**src/core/tbcr_pkg.sv**
```systemverilog
// package for the timer count/capture data-path registers
// assumes a byte-wide register port with 4-bit offsets
package tbcr_pkg;
  localparam logic [3:0] OFS_STAGING  = 4'h9;
  localparam logic [3:0] OFS_CNT_LOW  = 4'ha;
  localparam logic [3:0] OFS_CNT_HIGH = 4'hb;
  localparam logic [3:0] OFS_CAPTURE_COMPARE_VALUE_LOW = 4'hc;
  localparam logic [3:0] OFS_CAPTURE_COMPARE_VALUE_HIGH = 4'hd;
  localparam logic [7:0]  RST_STAGING = 8'h00;
  localparam logic [15:0] RST_CNT     = 16'h0000;
  localparam logic [15:0] RST_CAPTURE_COMPARE_VALUE    = 16'h0000;
  // count mode encodings of count_mode_select
  localparam logic [2:0] MODE_PERIODIC = 3'h0;
  localparam logic [2:0] MODE_TIMEOUT  = 3'h1;
  localparam logic [2:0] MODE_SINGLE   = 3'h6;
  localparam logic [2:0] MODE_PWM8     = 3'h7;
endpackage : tbcr_pkg

```
**src/core/tbcr_regs.sv**
```systemverilog
// count and capture/compare registers of a 16-bit capture timer
// assumes mode/event control outside drives count, clear and capture strobes
`timescale 1ns/100ps
module tbcr_regs
  import tbcr_pkg::*;
(
  input  wire logic       ref_clk_in,
  input  wire logic       rst_n_in,
  input  wire logic [3:0] addr_in,
  input  wire logic       wr_en_in,
  input  wire logic       rd_en_in,
  input  wire logic [7:0] wdata_in,
  input  wire logic [2:0] count_mode_select_in,
  input  wire logic       count_step_in,
  input  wire logic       count_clear_in,
  input  wire logic       capture_event_in,
  input  wire logic       flag_write_one_in,
  output logic      [7:0] rdata_out,
  output logic      [15:0] counter_value_out,
  output logic      [15:0] capture_compare_value_out,
  output logic            at_top_out,
  output logic            capture_irq_flag_out
);
  logic       rst_meta_r;
  logic       rst_sync_r;
  logic [7:0] staging_r;
  logic [15:0] cnt_r;
  logic [15:0] capture_compare_value_r;
  logic [7:0] rdata_r;
  logic       top_r;
  logic       flag_r;

  // elaboration checks: the byte pairing below assumes each high byte sits
  // one offset above its low byte, and capture codes lie between timeout and single-shot
  if (OFS_CNT_HIGH != OFS_CNT_LOW + 4'h1) begin : g_cnt_pair_chk
    $error("counter high byte offset must follow its low byte");
  end
  if (OFS_CAPTURE_COMPARE_VALUE_HIGH != OFS_CAPTURE_COMPARE_VALUE_LOW + 4'h1) begin : g_capture_compare_value_pair_chk
    $error("compare high byte offset must follow its low byte");
  end
  if (MODE_SINGLE <= MODE_TIMEOUT + 3'h1) begin : g_mode_chk
    $error("capture mode codes need room between timeout and single-shot");
  end

  // reset released through two flops
  always_ff @(posedge ref_clk_in or negedge rst_n_in) begin
    if (!rst_n_in) begin
      rst_meta_r <= 1'b0;
      rst_sync_r <= 1'b0;
    end else begin
      rst_meta_r <= 1'b1;
      rst_sync_r <= rst_meta_r;
    end
  end

  // address decode
  wire sel_stg  = addr_in == OFS_STAGING;
  wire sel_cl   = addr_in == OFS_CNT_LOW;
  wire sel_ch   = addr_in == OFS_CNT_HIGH;
  wire sel_ml   = addr_in == OFS_CAPTURE_COMPARE_VALUE_LOW;
  wire sel_mh   = addr_in == OFS_CAPTURE_COMPARE_VALUE_HIGH;
  wire is_pwm   = count_mode_select_in == MODE_PWM8;
  wire is_capture_irq_flag  = (count_mode_select_in > MODE_TIMEOUT) &&
                  (count_mode_select_in < MODE_SINGLE);
  wire is_topm  = !is_pwm && !is_capture_irq_flag;
  wire wr_stg   = wr_en_in && sel_stg;
  wire wr_cl    = wr_en_in && sel_cl;
  wire wr_ch    = wr_en_in && sel_ch;
  wire wr_ml    = wr_en_in && sel_ml;
  wire wr_mh    = wr_en_in && sel_mh;
  wire rd_cl    = rd_en_in && sel_cl;
  wire rd_ml    = rd_en_in && sel_ml;

  // hardware next count; clear wins over step, software wins over both
  wire [15:0] cnt_hw = count_clear_in ? RST_CNT :
                       count_step_in ? cnt_r + 16'h0001 : cnt_r;
  wire [15:0] cnt_nxt = wr_cl ? {staging_r, wdata_in} : cnt_hw;
  // pwm keeps the bytes apart, so the high byte is written directly
  wire [15:0] capture_compare_value_nxt =
      (is_capture_irq_flag && capture_event_in) ? cnt_r :
      (wr_ml && is_pwm)  ? {capture_compare_value_r[15:8], wdata_in} :
      wr_ml              ? {staging_r, wdata_in} :
      (wr_mh && is_pwm)  ? {wdata_in, capture_compare_value_r[7:0]} : capture_compare_value_r;
  wire pwm_match = is_pwm && (cnt_r[7:0] == capture_compare_value_r[7:0]);
  wire top_hit   = is_topm && (cnt_r == capture_compare_value_r);
  wire flag_set  = (is_capture_irq_flag && capture_event_in) || pwm_match || top_hit;
  wire flag_clr  = flag_write_one_in || (is_capture_irq_flag && rd_ml);
  // set wins over a clear in the same cycle, so a capture is never lost
  // a compare read outside capture modes leaves the flag alone
  wire flag_nxt  = flag_set || (flag_r && !flag_clr);
  // staging: software write, high-byte write, or low-byte read latch
  wire [7:0] stg_nxt =
      rd_cl ? cnt_r[15:8] :
      (rd_ml && !is_pwm) ? capture_compare_value_r[15:8] :
      (wr_ch || (wr_mh && !is_pwm) || wr_stg) ? wdata_in : staging_r;
  // high reads return staging, except pwm high byte which is independent
  wire [7:0] rd_mux =
      sel_stg ? staging_r :
      sel_cl  ? cnt_r[7:0] :
      sel_ch  ? staging_r :
      sel_ml  ? capture_compare_value_r[7:0] :
      sel_mh  ? (is_pwm ? capture_compare_value_r[15:8] : staging_r) : 8'h00;
  wire [7:0] rdata_nxt = rd_en_in ? rd_mux : rdata_r;

  // register update
  always_ff @(posedge ref_clk_in or negedge rst_sync_r) begin
    if (!rst_sync_r) begin
      staging_r <= RST_STAGING;
      cnt_r     <= RST_CNT;
      capture_compare_value_r    <= RST_CAPTURE_COMPARE_VALUE;
      rdata_r   <= 8'h00;
      top_r     <= 1'b0;
      flag_r    <= 1'b0;
    end else begin
      staging_r <= stg_nxt;
      cnt_r     <= cnt_nxt;
      capture_compare_value_r    <= capture_compare_value_nxt;
      rdata_r   <= rdata_nxt;
      top_r     <= top_hit;
      flag_r    <= flag_nxt;
    end
  end

  assign rdata_out                 = rdata_r;
  assign counter_value_out         = cnt_r;
  assign capture_compare_value_out = capture_compare_value_r;
  assign at_top_out                = top_r;
  assign capture_irq_flag_out      = flag_r;

  // checks: all watch registered state one edge after the trigger; the disable on
  // the synchronised reset keeps them quiet until the release has settled
  // software counter write overrides the hardware update
  a_sw_write_wins: assert property (
    @(posedge ref_clk_in) disable iff (!rst_sync_r)
    wr_cl |=> cnt_r == {$past(staging_r), $past(wdata_in)})
    else $error("counter write lost");
  a_clear_count: assert property (
    @(posedge ref_clk_in) disable iff (!rst_sync_r)
    (count_clear_in && !wr_cl) |=> cnt_r == RST_CNT)
    else $error("counter clear lost");
  a_step_count: assert property (
    @(posedge ref_clk_in) disable iff (!rst_sync_r)
    (count_step_in && !count_clear_in && !wr_cl) |=> cnt_r == $past(cnt_r) + 16'h0001)
    else $error("counter step lost");
  // capture loads the counter and wins over a software compare write
  a_capture_load: assert property (
    @(posedge ref_clk_in) disable iff (!rst_sync_r)
    (is_capture_irq_flag && capture_event_in) |=> capture_compare_value_r == $past(cnt_r))
    else $error("capture did not load counter");
  // flag clears: write-one, or a compare read in capture modes; a set still wins
  a_flag_clear: assert property (
    @(posedge ref_clk_in) disable iff (!rst_sync_r)
    (flag_write_one_in && !flag_set) |=> !flag_r)
    else $error("flag not cleared");
  a_read_clear: assert property (
    @(posedge ref_clk_in) disable iff (!rst_sync_r)
    (is_capture_irq_flag && rd_ml && !flag_set) |=> !flag_r)
    else $error("capture read did not clear flag");
  // pwm flag follows the low byte match
  a_pwm_flag_set: assert property (
    @(posedge ref_clk_in) disable iff (!rst_sync_r)
    pwm_match |=> flag_r)
    else $error("pwm match did not set flag");
  // staging: low reads latch the high byte, high writes and direct writes load it
  a_low_read_latch: assert property (
    @(posedge ref_clk_in) disable iff (!rst_sync_r)
    rd_cl |=> staging_r == $past(cnt_r[15:8]))
    else $error("high byte not staged");
  a_capture_compare_value_low_latch: assert property (
    @(posedge ref_clk_in) disable iff (!rst_sync_r)
    (rd_ml && !is_pwm) |=> staging_r == $past(capture_compare_value_r[15:8]))
    else $error("compare high byte not staged");
  a_stage_write: assert property (
    @(posedge ref_clk_in) disable iff (!rst_sync_r)
    (wr_stg && !rd_en_in) |=> staging_r == $past(wdata_in))
    else $error("staging write lost");
  a_high_write_stage: assert property (
    @(posedge ref_clk_in) disable iff (!rst_sync_r)
    (wr_ch && !rd_en_in) |=> staging_r == $past(wdata_in))
    else $error("counter high byte not staged");
  a_high_read: assert property (
    @(posedge ref_clk_in) disable iff (!rst_sync_r)
    (rd_en_in && sel_ch) |=> rdata_out == $past(staging_r))
    else $error("high read did not return staging");
  a_capture_compare_value_commit: assert property (
    @(posedge ref_clk_in) disable iff (!rst_sync_r)
    (wr_ml && !is_pwm && !(is_capture_irq_flag && capture_event_in)) |=>
      capture_compare_value_r == {$past(staging_r), $past(wdata_in)})
    else $error("compare pair not committed");
  // top only exists in the periodic, timeout and single-shot modes
  a_top_flag: assert property (
    @(posedge ref_clk_in) disable iff (!rst_sync_r)
    top_hit |=> flag_r && at_top_out)
    else $error("top not flagged");
  a_top_modes_only: assert property (
    @(posedge ref_clk_in) disable iff (!rst_sync_r)
    !is_topm |=> !at_top_out)
    else $error("top shown outside top modes");
  // pwm bytes are written on their own
  a_pwm_indep: assert property (
    @(posedge ref_clk_in) disable iff (!rst_sync_r)
    (wr_mh && is_pwm && !capture_event_in) |=> capture_compare_value_r[15:8] == $past(wdata_in))
    else $error("pwm high byte not direct");
  a_pwm_low_indep: assert property (
    @(posedge ref_clk_in) disable iff (!rst_sync_r)
    (wr_ml && is_pwm) |=> capture_compare_value_r == {$past(capture_compare_value_r[15:8]), $past(wdata_in)})
    else $error("pwm low byte not direct");
  // main scenarios
  c_capture: cover property (@(posedge ref_clk_in) is_capture_irq_flag && capture_event_in);
  c_pair_write: cover property (@(posedge ref_clk_in) wr_ch ##2 wr_cl);
  c_pwm_match: cover property (@(posedge ref_clk_in) pwm_match);
  c_top_hit: cover property (@(posedge ref_clk_in) top_hit);
  c_flag_clear: cover property (@(posedge ref_clk_in) flag_r && flag_write_one_in);
endmodule : tbcr_regs

```
**config.mk**
```make
export PLATFORM = sky130hd
export DESIGN_NAME = tbcr_regs
export DESIGN_NICKNAME = d
export VERILOG_FILES = /design/src/core/tbcr_pkg.sv /design/src/core/tbcr_regs.sv
export SDC_FILE = /design/constraint.sdc
export NUM_CORES = 1
export LEC_CHECK = 0
export BUFFER_PORTS_ARGS = -buffer_cell sky130_fd_sc_hd__clkbuf_2
export CAP_MARGIN = 20
export CORE_ASPECT_RATIO = 0.8
export CORE_MARGIN = 5
export CORE_UTILIZATION = 40
export DETAILED_ROUTE_END_ITERATION = 12
export PLACE_DENSITY = 0.59
export SLEW_MARGIN = 20
export SYNTH_ARGS = -nofsm -noshare
export SYNTH_HDL_FRONTEND = slang
export SYNTH_SLANG_ARGS = --single-unit
```
**constraint.sdc**
```tcl
create_clock -name ref_clk_in -period 2.6 [get_ports ref_clk_in]
set_clock_uncertainty 0.05 [all_clocks]
set_input_delay 0.13 -clock ref_clk_in [delete_from_list [all_inputs] [get_ports ref_clk_in]]
set_output_delay 0.13 -clock ref_clk_in [all_outputs]
set_load 0.03 [all_outputs]
```
==> metrics, run 1 <==
share of cells above drive strength 1 between 20% and 30%; status finished, final reports clean; Core Area 8521 µm²; post-detail-place hpwl 8.547 mm; Initial DRC Count 291; Max stage delay on crit path 0.58 ns; met2 Resource Use GR 31.12%; WP data arrival 2.03 ns; met3 GRT Util 3.670%; setup violators final 0; global route hottest layer met1; Clock Power Share 22.7%; area of the mapped netlist 3520 µm²; Synth Flop Type dfrtp_1; first-pass GRT wire length about 18 mm; GR Overflow Total 0; Slowest-stage cell, CP dfrtp_1; Post-CTS Setup Repair Bufs 0; Synth Instances 394; worst skew pair latency approximately 0.31 ns; min Tclk post-route 1.886 ns; DRT Pass-1 Iters 5; Seq pwr share between 40% and 50%; # rows 30; post-route setup TNS 0 ns; fmax 530.2 MHz; Die Span Y 93.90 µm; period utilization just over 70%; CP Capture Type flop; relative max-transition margin 43.69%; largest net degree at the start of global routing 30; Hold Vio Cnt, Final 0; Worst Setup Start Kind flop; logic gate share of total power 30.5%; CP max FO 8; Initial Util 41.31%; Max clock buf depth 2; pwr dens 613.4 nW/µm²; remaining antenna violation count 0; LEAKAGE ~1.8 nW; nets ~460; P_sw 0.9551 mW; synth unique cells 58; via/cell ratio a little over 6; Syn Area/Cell ~8.9 µm²; GRT Total Usage a little over a fifth; sw frac 39.21%; register area share after synthesis 36.97%; hold crit path type in2reg; met1 Resource Use GR 33.29%; number of global-route vias before repair 3156; Post-synth EDFFs 0; Yosys Warn Count 0; CP Cell Sequence ha_1, nand4_1, o31ai_1, o2bb2a_1; initial antenna violation count 0; die width 114.9 µm; Root Driver clkbuf_8; Final Util 46.61%; Max IR drop VDD 0.3665 mV; DRC 0; via count 3422; boundary pin count 65; Worst Path Required 2.74 ns; max-cap viol count 0; Int Power 1.481 mW; clk slew on worst S/H paths about 0.1 ns; Final Max Tran Viols 0; Avg WL per Cell ~21 µm; crit path kind reg2reg; fraction of registers with async set/reset 100.0%; worst reg2reg path depth 4; CTS buffer count 5; Port Buf Inserts 64; CTS tree done; CTS H-tree lvls 2; die area roughly 11000 µm²; Worst Tran Pin Value 0.8427 ns; post-CTS sizing 0; Area Overhead vs Synth 12.83%; final wirelength approximately 11 mm; unrepaired setup endpoints after global routing no; post-synthesis register bit count 52; Hold Path Cell Cnt 2; syn_nets 418; cts hold-fix bufs 1; ANT cells 0; clk sink count 52; routability cong. around 0.9
-- metrics by stage --
step	instance area [µm²]	power (mW)	instances	setup slack [ns]	hold WS (ns)
after detailed placement	3859	1.884	541	0.6724	-0.1333
after global placement	3859	1.876	541	0.7517	-0.1338
final	3971	2.436	549	0.7140	0.05605
after global routing	3971	2.559	549	0.6333	0.06234
after CTS	3971	2.443	549	0.7541	0.04859
after floorplan	3520	1.602	394	0.7313	-0.2156
-- layer usage --
metal | routed length [µm] | share of wire (%)
met5 | 0 | 0
met4 | 139 | 1.2
met3 | 1158 | 10
met2 | 4859 | 42
met1 | 5329 | 46
-- Yosys cell counts (all sizes together) (2+ instances only) --
library cell	number	area [µm²]
a211oi	2	15.01
a21o	3	22.52
a21oi	18	90.09
a221oi	3	26.28
a222oi	4	40.04
a22o	3	26.28
a22oi	10	75.07
a2bb2oi	2	17.52
a311oi	8	70.07
a31oi	17	106.4
a32oi	3	26.28
and2	2	12.51
and3	6	42.54
and4	2	17.52
and4b	2	20.02
buf	23	132.6
clkbuf	15	57.55
dfrtp	52	1301
inv	14	52.55
mux2	13	146.4
mux2i	9	90.09
nand2	25	101.4
nand2b	2	12.51
nand3	12	65.06
nand3b	2	15.01
nand4	15	93.84
nor2	22	82.58
nor2b	3	18.77
nor3	11	55.05
nor4	4	25.02
o211ai	2	15.01
o21a	3	22.52
o21ai	31	188.9
o22ai	7	50.05
o2bb2ai	2	17.52
o31ai	4	30.03
xnor2	5	51.30
xor2	22	192.7
-- layout by cell type (no fill, tap or decap), types with 5 or more instances in the layout --
cell	count
dfrtp_1	51
inv_1	14
clkbuf_8	5
mux2_2	13
o21ai_0	22
xor2_1	22
clkbuf_2	64
o22ai_1	6
buf_4	9
nor2_1	22
and3_1	5
a22oi_1	10
nand3_1	11
a31oi_1	17
a311oi_1	8
o21ai_2	9
mux2i_1	9
nand2_1	24
nor3_1	11
a21oi_1	18
nand4_1	15
-- logic make-up after synthesis --
| kind of cell | Yosys count | synth area share [%] |
|---|---|---|
| buf+inv | 53 | 7.003 |
| fa+ha+maj | 1 | 0.3554 |
| xor+xnor | 27 | 6.932 |
| other cells | 1 | 0.1065 |
| simple gates | 115 | 17.77 |
| mux | 22 | 6.719 |
| compound gates | 123 | 24.14 |
| flops | 52 | 36.97 |
-- final timing paths --
check / start / to / slack [ns]
max: counter_value_out[0] / counter_value_out[12] / 0.71
min: count_clear_in / counter_value_out[9] / 0.06
max reg2reg: counter_value_out[0] / counter_value_out[12] / 0.71
min reg2reg: rst_sync_r / counter_value_out[4] / 0.19
max in group asynchronous: rst_sync_r / staging_r[2] / 1.54
min in group asynchronous: rst_n_in / rst_sync_r / 0.07
-- power by group through the flow --
stage               combinational [mW]  clock [mW]  sequential, mW
detailed placement               0.739           0            1.15
global placement                 0.729           0            1.15
finish                           0.743       0.554            1.14
floorplan                        0.367           0            1.24
global route                     0.806       0.599            1.15
CTS                              0.743       0.570            1.13
-- cell type report --
cell class | instances | area (µm²)
Timing Repair Buffer | 74 | 397.9
Inverter | 15 | 56.30
Clock buffer | 6 | 72.57
Multi-Input combinational cell | 289 | 1972
Clock inverter | 1 | 30.03
Fill cell | 838 | 4549
Sequential cell | 52 | 1303
Tap cell | 112 | 140.1
-- flip-flops by register name (all words and copies together), names as in the netlist --
register                   count
capture_compare_value_out     16
counter_value_out             16
rdata_out                      8
staging_r                      8
at_top_out                     1
capture_irq_flag_out           1
rst_meta_r                     1
rst_sync_r                     1
-- worst max-delay path: cells and delay by family, from the launching register on --
family,cells,cell delay (ns)
and+or+nand+nor,1,0.29
adders and majority gates,1,0.26
AOI/OAI and AO/OA,2,0.58
DFF,1,0.58
Note: power is estimated with default switching activity, not from simulation.
==> run 2, diff against run 1 <==
- clock period: 2.6 -> 1.9 ns (I/O delays scaled with it)
==> run 2 against run 1 <==
Count of clock-buffer cells in the layout is the same. Register-to-register slack got worse by 0.56 ns. Critical path depth unchanged. Via count grew 0.47%. Die area is the same. Setup slack got worse by 0.56 ns. Cell count grew 4.6%. Final area is 4.3% higher. Sequential power increased by 36%. Wire length up 1.5%. Maximum frequency increased by 7.7%.
==> metrics, run 2 (synthesis results as in run 1) <==
GRT Total Usage 22.28% (+0.75 points); die width 114.9 µm (unchanged); routability cong. 0.8904 (-1.8%); most frequent cells in the layout clkbuf_2 (64), dfrtp_1 (51), buf_4 (33); # rows 30 (unchanged); hold slack final 0.02604 ns (-0.03001 ns); initial antenna violation count 0 (unchanged); GR Overflow Total 0 (unchanged); commonest non-fill, non-tap cell in the layout clkbuf_2; DRT Pass-1 Iters 5 (unchanged); CTS tree done; period utilization 92.12% (+20 points); Worst Tran Pin Value 0.5994 ns (-0.2432 ns); remaining antenna violation count 0 (unchanged); largest net degree at the start of global routing 26 (-13%); Worst Setup Start Kind flop; post-detail-place hpwl 9.039 mm (+5.7%); post-route setup TNS 0 ns (unchanged); Hold Vio Cnt, Final 0 (unchanged); WP data arrival 1.89 ns (-0.14 ns); nets 485 (+5.2%); setup violators final 0 (unchanged); CP max FO 8 (unchanged); worst path buffer plus inverter count 0 (unchanged); Root Driver clkbuf_8; crit path kind reg2reg; via/cell ratio 5.990 (-3.9%); final wirelength 11.65 mm (+1.5%); worst skew pair latency 0.31 ns (about the same); relative max-transition margin 59.80% (+16 points); Port Buf Inserts 64 (unchanged); Worst Path Required 2.04 ns (-0.70 ns); clk slew on worst S/H paths 0.10 ns (about the same); CP Cell Sequence ha_1, nand4_1, o31ai_1, o2bb2a_1; Die Span Y 93.90 µm (unchanged); number of global-route vias before repair 3351 (+6.2%); unrepaired setup endpoints after global routing no; via count 3438 (+0.47%); Core Area 8521 µm² (unchanged); max-cap viol count 0 (unchanged); pwr dens 796.2 nW/µm² (+30%); post-CTS sizing 0 (unchanged); die area 10790 µm² (unchanged); worst reg-to-reg setup slack 0.15 ns (-0.56 ns); CP Capture Type flop; Avg WL per Cell 20.30 µm (-3.0%); LEAKAGE 1.876 nW (+6.8%); reg2reg start counter_value_out[1]; Slowest-stage cell, CP dfrtp_1; worst reg2reg path depth 4 (unchanged); Initial DRC Count 286 (-1.7%); ANT cells 0 (unchanged); delay-heaviest family, CP flip-flops; crit path from counter_value_out[1]; DRC 0 (unchanged); Initial Util 41.31% (unchanged); boundary pin count 65 (unchanged); RR Endpoint counter_value_out[12]; clk sink count 52 (unchanged); Max clock buf depth 2 (unchanged); Max stage delay on crit path 0.54 ns (-0.04 ns); filler instances 841 (+0.36%); cts hold-fix bufs 1 (unchanged); min Tclk post-route 1.750 ns (-0.1356 ns); first-pass GRT wire length 18.71 mm (+2.8%); Post-CTS Setup Repair Bufs 0 (unchanged); share of cells above drive strength 1 28.79% (+4.3 points); CTS H-tree lvls 2 (unchanged); fmax 571.3 MHz (+7.7%); CTS buffer count 5 (unchanged); status finished, final reports clean; Final Max Tran Viols 0 (unchanged); hold crit path type in2async; Area Overhead vs Synth 17.67%; Max IR drop VDD 0.4696 mV (+28%)
[run 2: worst register-to-register path: stages (launching register included)]
cell      delay, ns
dfrtp_1        0.54
ha_1           0.26
nand4_1        0.26
o31ai_1        0.29
o2bb2a_1       0.24
[run 2: area by class of cell]
class,instances,area (µm²),area share [%]
Sequential cell,52,1303,31.45
Inverter,15,56.30,1.360
Clock inverter,2,10.01,0.2417
Multi-Input combinational cell,289,1972,47.61
Tap cell,112,140.1,3.384
Clock buffer,6,82.58,1.994
Timing Repair Buffer,98,578.1,13.96
[run 2: where the power goes]
| group | switching [mW] | internal, mW | total [mW] |
|---|---|---|---|
| clock | 0.399 | 0.293 | 0.692 |
| combinational | 0.652 | 0.406 | 1.06 |
| sequential | 0.284 | 1.26 | 1.55 |
[run 2: how the worst max path moves through the flow]
stage / slack [ns] / endpoint / cells after the start
finish: 0.15 / counter_value_out[12] / 4
global route: 0.01 / counter_value_out[12] / 4
CTS: 0.15 / counter_value_out[12] / 4
detailed placement: 0.17 / capture_compare_value_out[11] / 5
global placement: 0.18 / capture_compare_value_out[13] / 5
floorplan: 0.03 / counter_value_out[15] / 6
[run 2: per-stage QoR]
step | utilization, % | area (µm²) | instances | worst slack [ns] | power (mW)
floorplan | - | 3520 | 394 | 0.03128 | 2.192
global placement | 47.40 | 4039 | 565 | 0.1805 | 2.598
detailed placement | 47.40 | 4039 | 565 | 0.1699 | 2.610
CTS | 48.61 | 4141 | 574 | 0.1493 | 3.293
global route | 48.61 | 4141 | 574 | 0.01296 | 3.475
finish | 48.61 | 4141 | 574 | 0.1496 | 3.298
[run 2: layer usage]
metal / track usage, % / part of all wire [%] / vias to the layer above
met5: 0 / 0 / -
met4: 4.399 / 0.99 / 0
met3: 5.666 / 10 / 11
met2: 31.45 / 41 / 166
met1: 34.05 / 48 / 1658
li1: - / - / 1603
==> run 3, diff against run 2 <==
- CTS_BUF_LIST: not set -> sky130_fd_sc_hd__clkbuf_8
- MAX_ROUTING_LAYER: not set -> met4
==> run 3 against run 2 <==
Count of clock-buffer cells in the layout unchanged. Maximum frequency down 1.5%. Power up 0.59%. Critical endpoint unchanged. Largest cell class unchanged. Largest power group unchanged.
==> metrics, run 3 (synthesis results as in run 1) <==
relative max-transition margin 58.03% (-1.8 points); routability cong. 0.9074 (+1.9%); clk sink count 52 (unchanged); Initial Util 41.31% (unchanged); post-detail-place hpwl 9.192 mm (+1.7%); # rows 30 (unchanged); number of global-route vias before repair 3354 (+0.090%); CTS buffer count 5 (unchanged); most frequent cells in the layout clkbuf_2 (64), dfrtp_1 (51), buf_4 (31); remaining antenna violation count 0 (unchanged); WP data arrival 1.93 ns (+0.04 ns); Post-CTS Setup Repair Bufs 0 (unchanged); GR Overflow Total 0 (unchanged); unrepaired setup endpoints after global routing no; setup violators final 0 (unchanged); Final Max Tran Viols 0 (unchanged); clk slew on worst S/H paths 0.10 ns (about the same); CP max FO 8 (unchanged); Root Driver clkbuf_8; CTS tree done; Core Area 8521 µm² (unchanged); die area 10790 µm² (unchanged); first-pass GRT wire length 18.98 mm (+1.4%); via/cell ratio 5.965 (-0.41%); Area Overhead vs Synth 18.31%; Worst Path Required 2.05 ns (about the same); largest net degree at the start of global routing 34 (+31%); via count 3424 (-0.41%); placed instance area 4064 µm² (+0.62%); overall power 3.317 mW (+0.59%); Post-Place Setup Slack 0.1724 ns (+0.002514 ns); initial antenna violation count 0 (unchanged); Hold Vio Cnt, Final 0 (unchanged); final wirelength 12.04 mm (+3.3%); commonest non-fill, non-tap cell in the layout clkbuf_2; Post-Layout Cell Count 574 (unchanged); pwr dens 796.6 nW/µm² (about the same); Port Buf Inserts 64 (unchanged); status finished, final reports clean; nets 485 (unchanged); hold crit path type in2reg; Initial DRC Count 388 (+36%); worst skew pair latency 0.32 ns (about the same); Worst Setup Start Kind flop; crit path kind reg2reg; ANT cells 0 (unchanged); die width 114.9 µm (unchanged); worst reg-to-reg setup slack 0.12 ns (-0.03 ns); share of cells above drive strength 1 28.35% (-0.43 points); CTS H-tree lvls 2 (unchanged); fmax 562.7 MHz (-1.5%); Setup WS post-layout 0.1229 ns (-0.02670 ns); post-route setup TNS 0 ns (unchanged); LEAKAGE 1.888 nW (+0.63%); DRT Pass-1 Iters 5 (unchanged); Worst Tran Pin Value 0.6258 ns (+0.02635 ns); Design Area, Final 4164 µm² (+0.54%); DRC 0 (unchanged); boundary pin count 65 (unchanged); GRT Total Usage 23.58% (+1.3 points); period utilization 93.53% (+1.4 points); max-cap viol count 0 (unchanged); Die Span Y 93.90 µm (unchanged); Avg WL per Cell 20.97 µm (+3.3%); CP Capture Type flop; min Tclk post-route 1.777 ns (+0.02670 ns); placed insts 565 (unchanged); Max clock buf depth 2 (unchanged); hold slack final 0.01177 ns (-0.01426 ns); Max IR drop VDD 0.4773 mV (+1.6%); Final Util 48.87% (+0.26 points)
-- run 3: where the power goes --
part | leakage (nW) | internal (mW) | switching [mW]
registers | 0.659 | 1.26 | 0.280
logic | 1.17 | 0.416 | 0.657
clock network | 0.0538 | 0.289 | 0.411
total | 1.89 | 1.97 | 1.35
-- run 3: worst max-delay path, stage by stage (launching register included) --
cell and delay [ns]:
dfrtp_1 0.52, ha_1 0.25, nand4_1 0.27, o31ai_1 0.31, o2bb2a_1 0.26
-- run 3: path summary, 6_finish.rpt --
| path | from | endpoint | cells after the start |
|---|---|---|---|
| worst max-delay path | counter_value_out[1] | counter_value_out[12] | 4 |
| worst min-delay path | flag_write_one_in | capture_irq_flag_out | 3 |
| worst max register to register | counter_value_out[1] | counter_value_out[12] | 4 |
| worst min register to register | rst_sync_r | staging_r[2] | 0 |
| max in group asynchronous | rst_sync_r | rdata_out[7] | 1 |
| min in group asynchronous | rst_n_in | rst_meta_r | 2 |
-- run 3: what timing repair did --
item / 4_1_cts / 5_1_grt
gates resized for setup: 0 / 0
hold buffers: 1 / 0
endpoints found under the hold margin: 2 / 0
-- run 3: routing by layer --
| metal | global-route usage (%) | part of all wire, % |
|---|---|---|
| met5 | - | 0 |
| met4 | 5.376 | 0.93 |
| met3 | 4.701 | 8.4 |
| met2 | 33.53 | 43 |
| met1 | 34.45 | 48 |
-- run 3: layout make-up --
type | instances | area (µm²)
timing repair buffer | 98 | 603.1
fill | 815 | 4357
tap | 112 | 140.1
clock inverter | 2 | 7.507
inverter | 15 | 56.30
multi-input combinational | 289 | 1972
sequential | 52 | 1303
clock buffer | 6 | 82.58
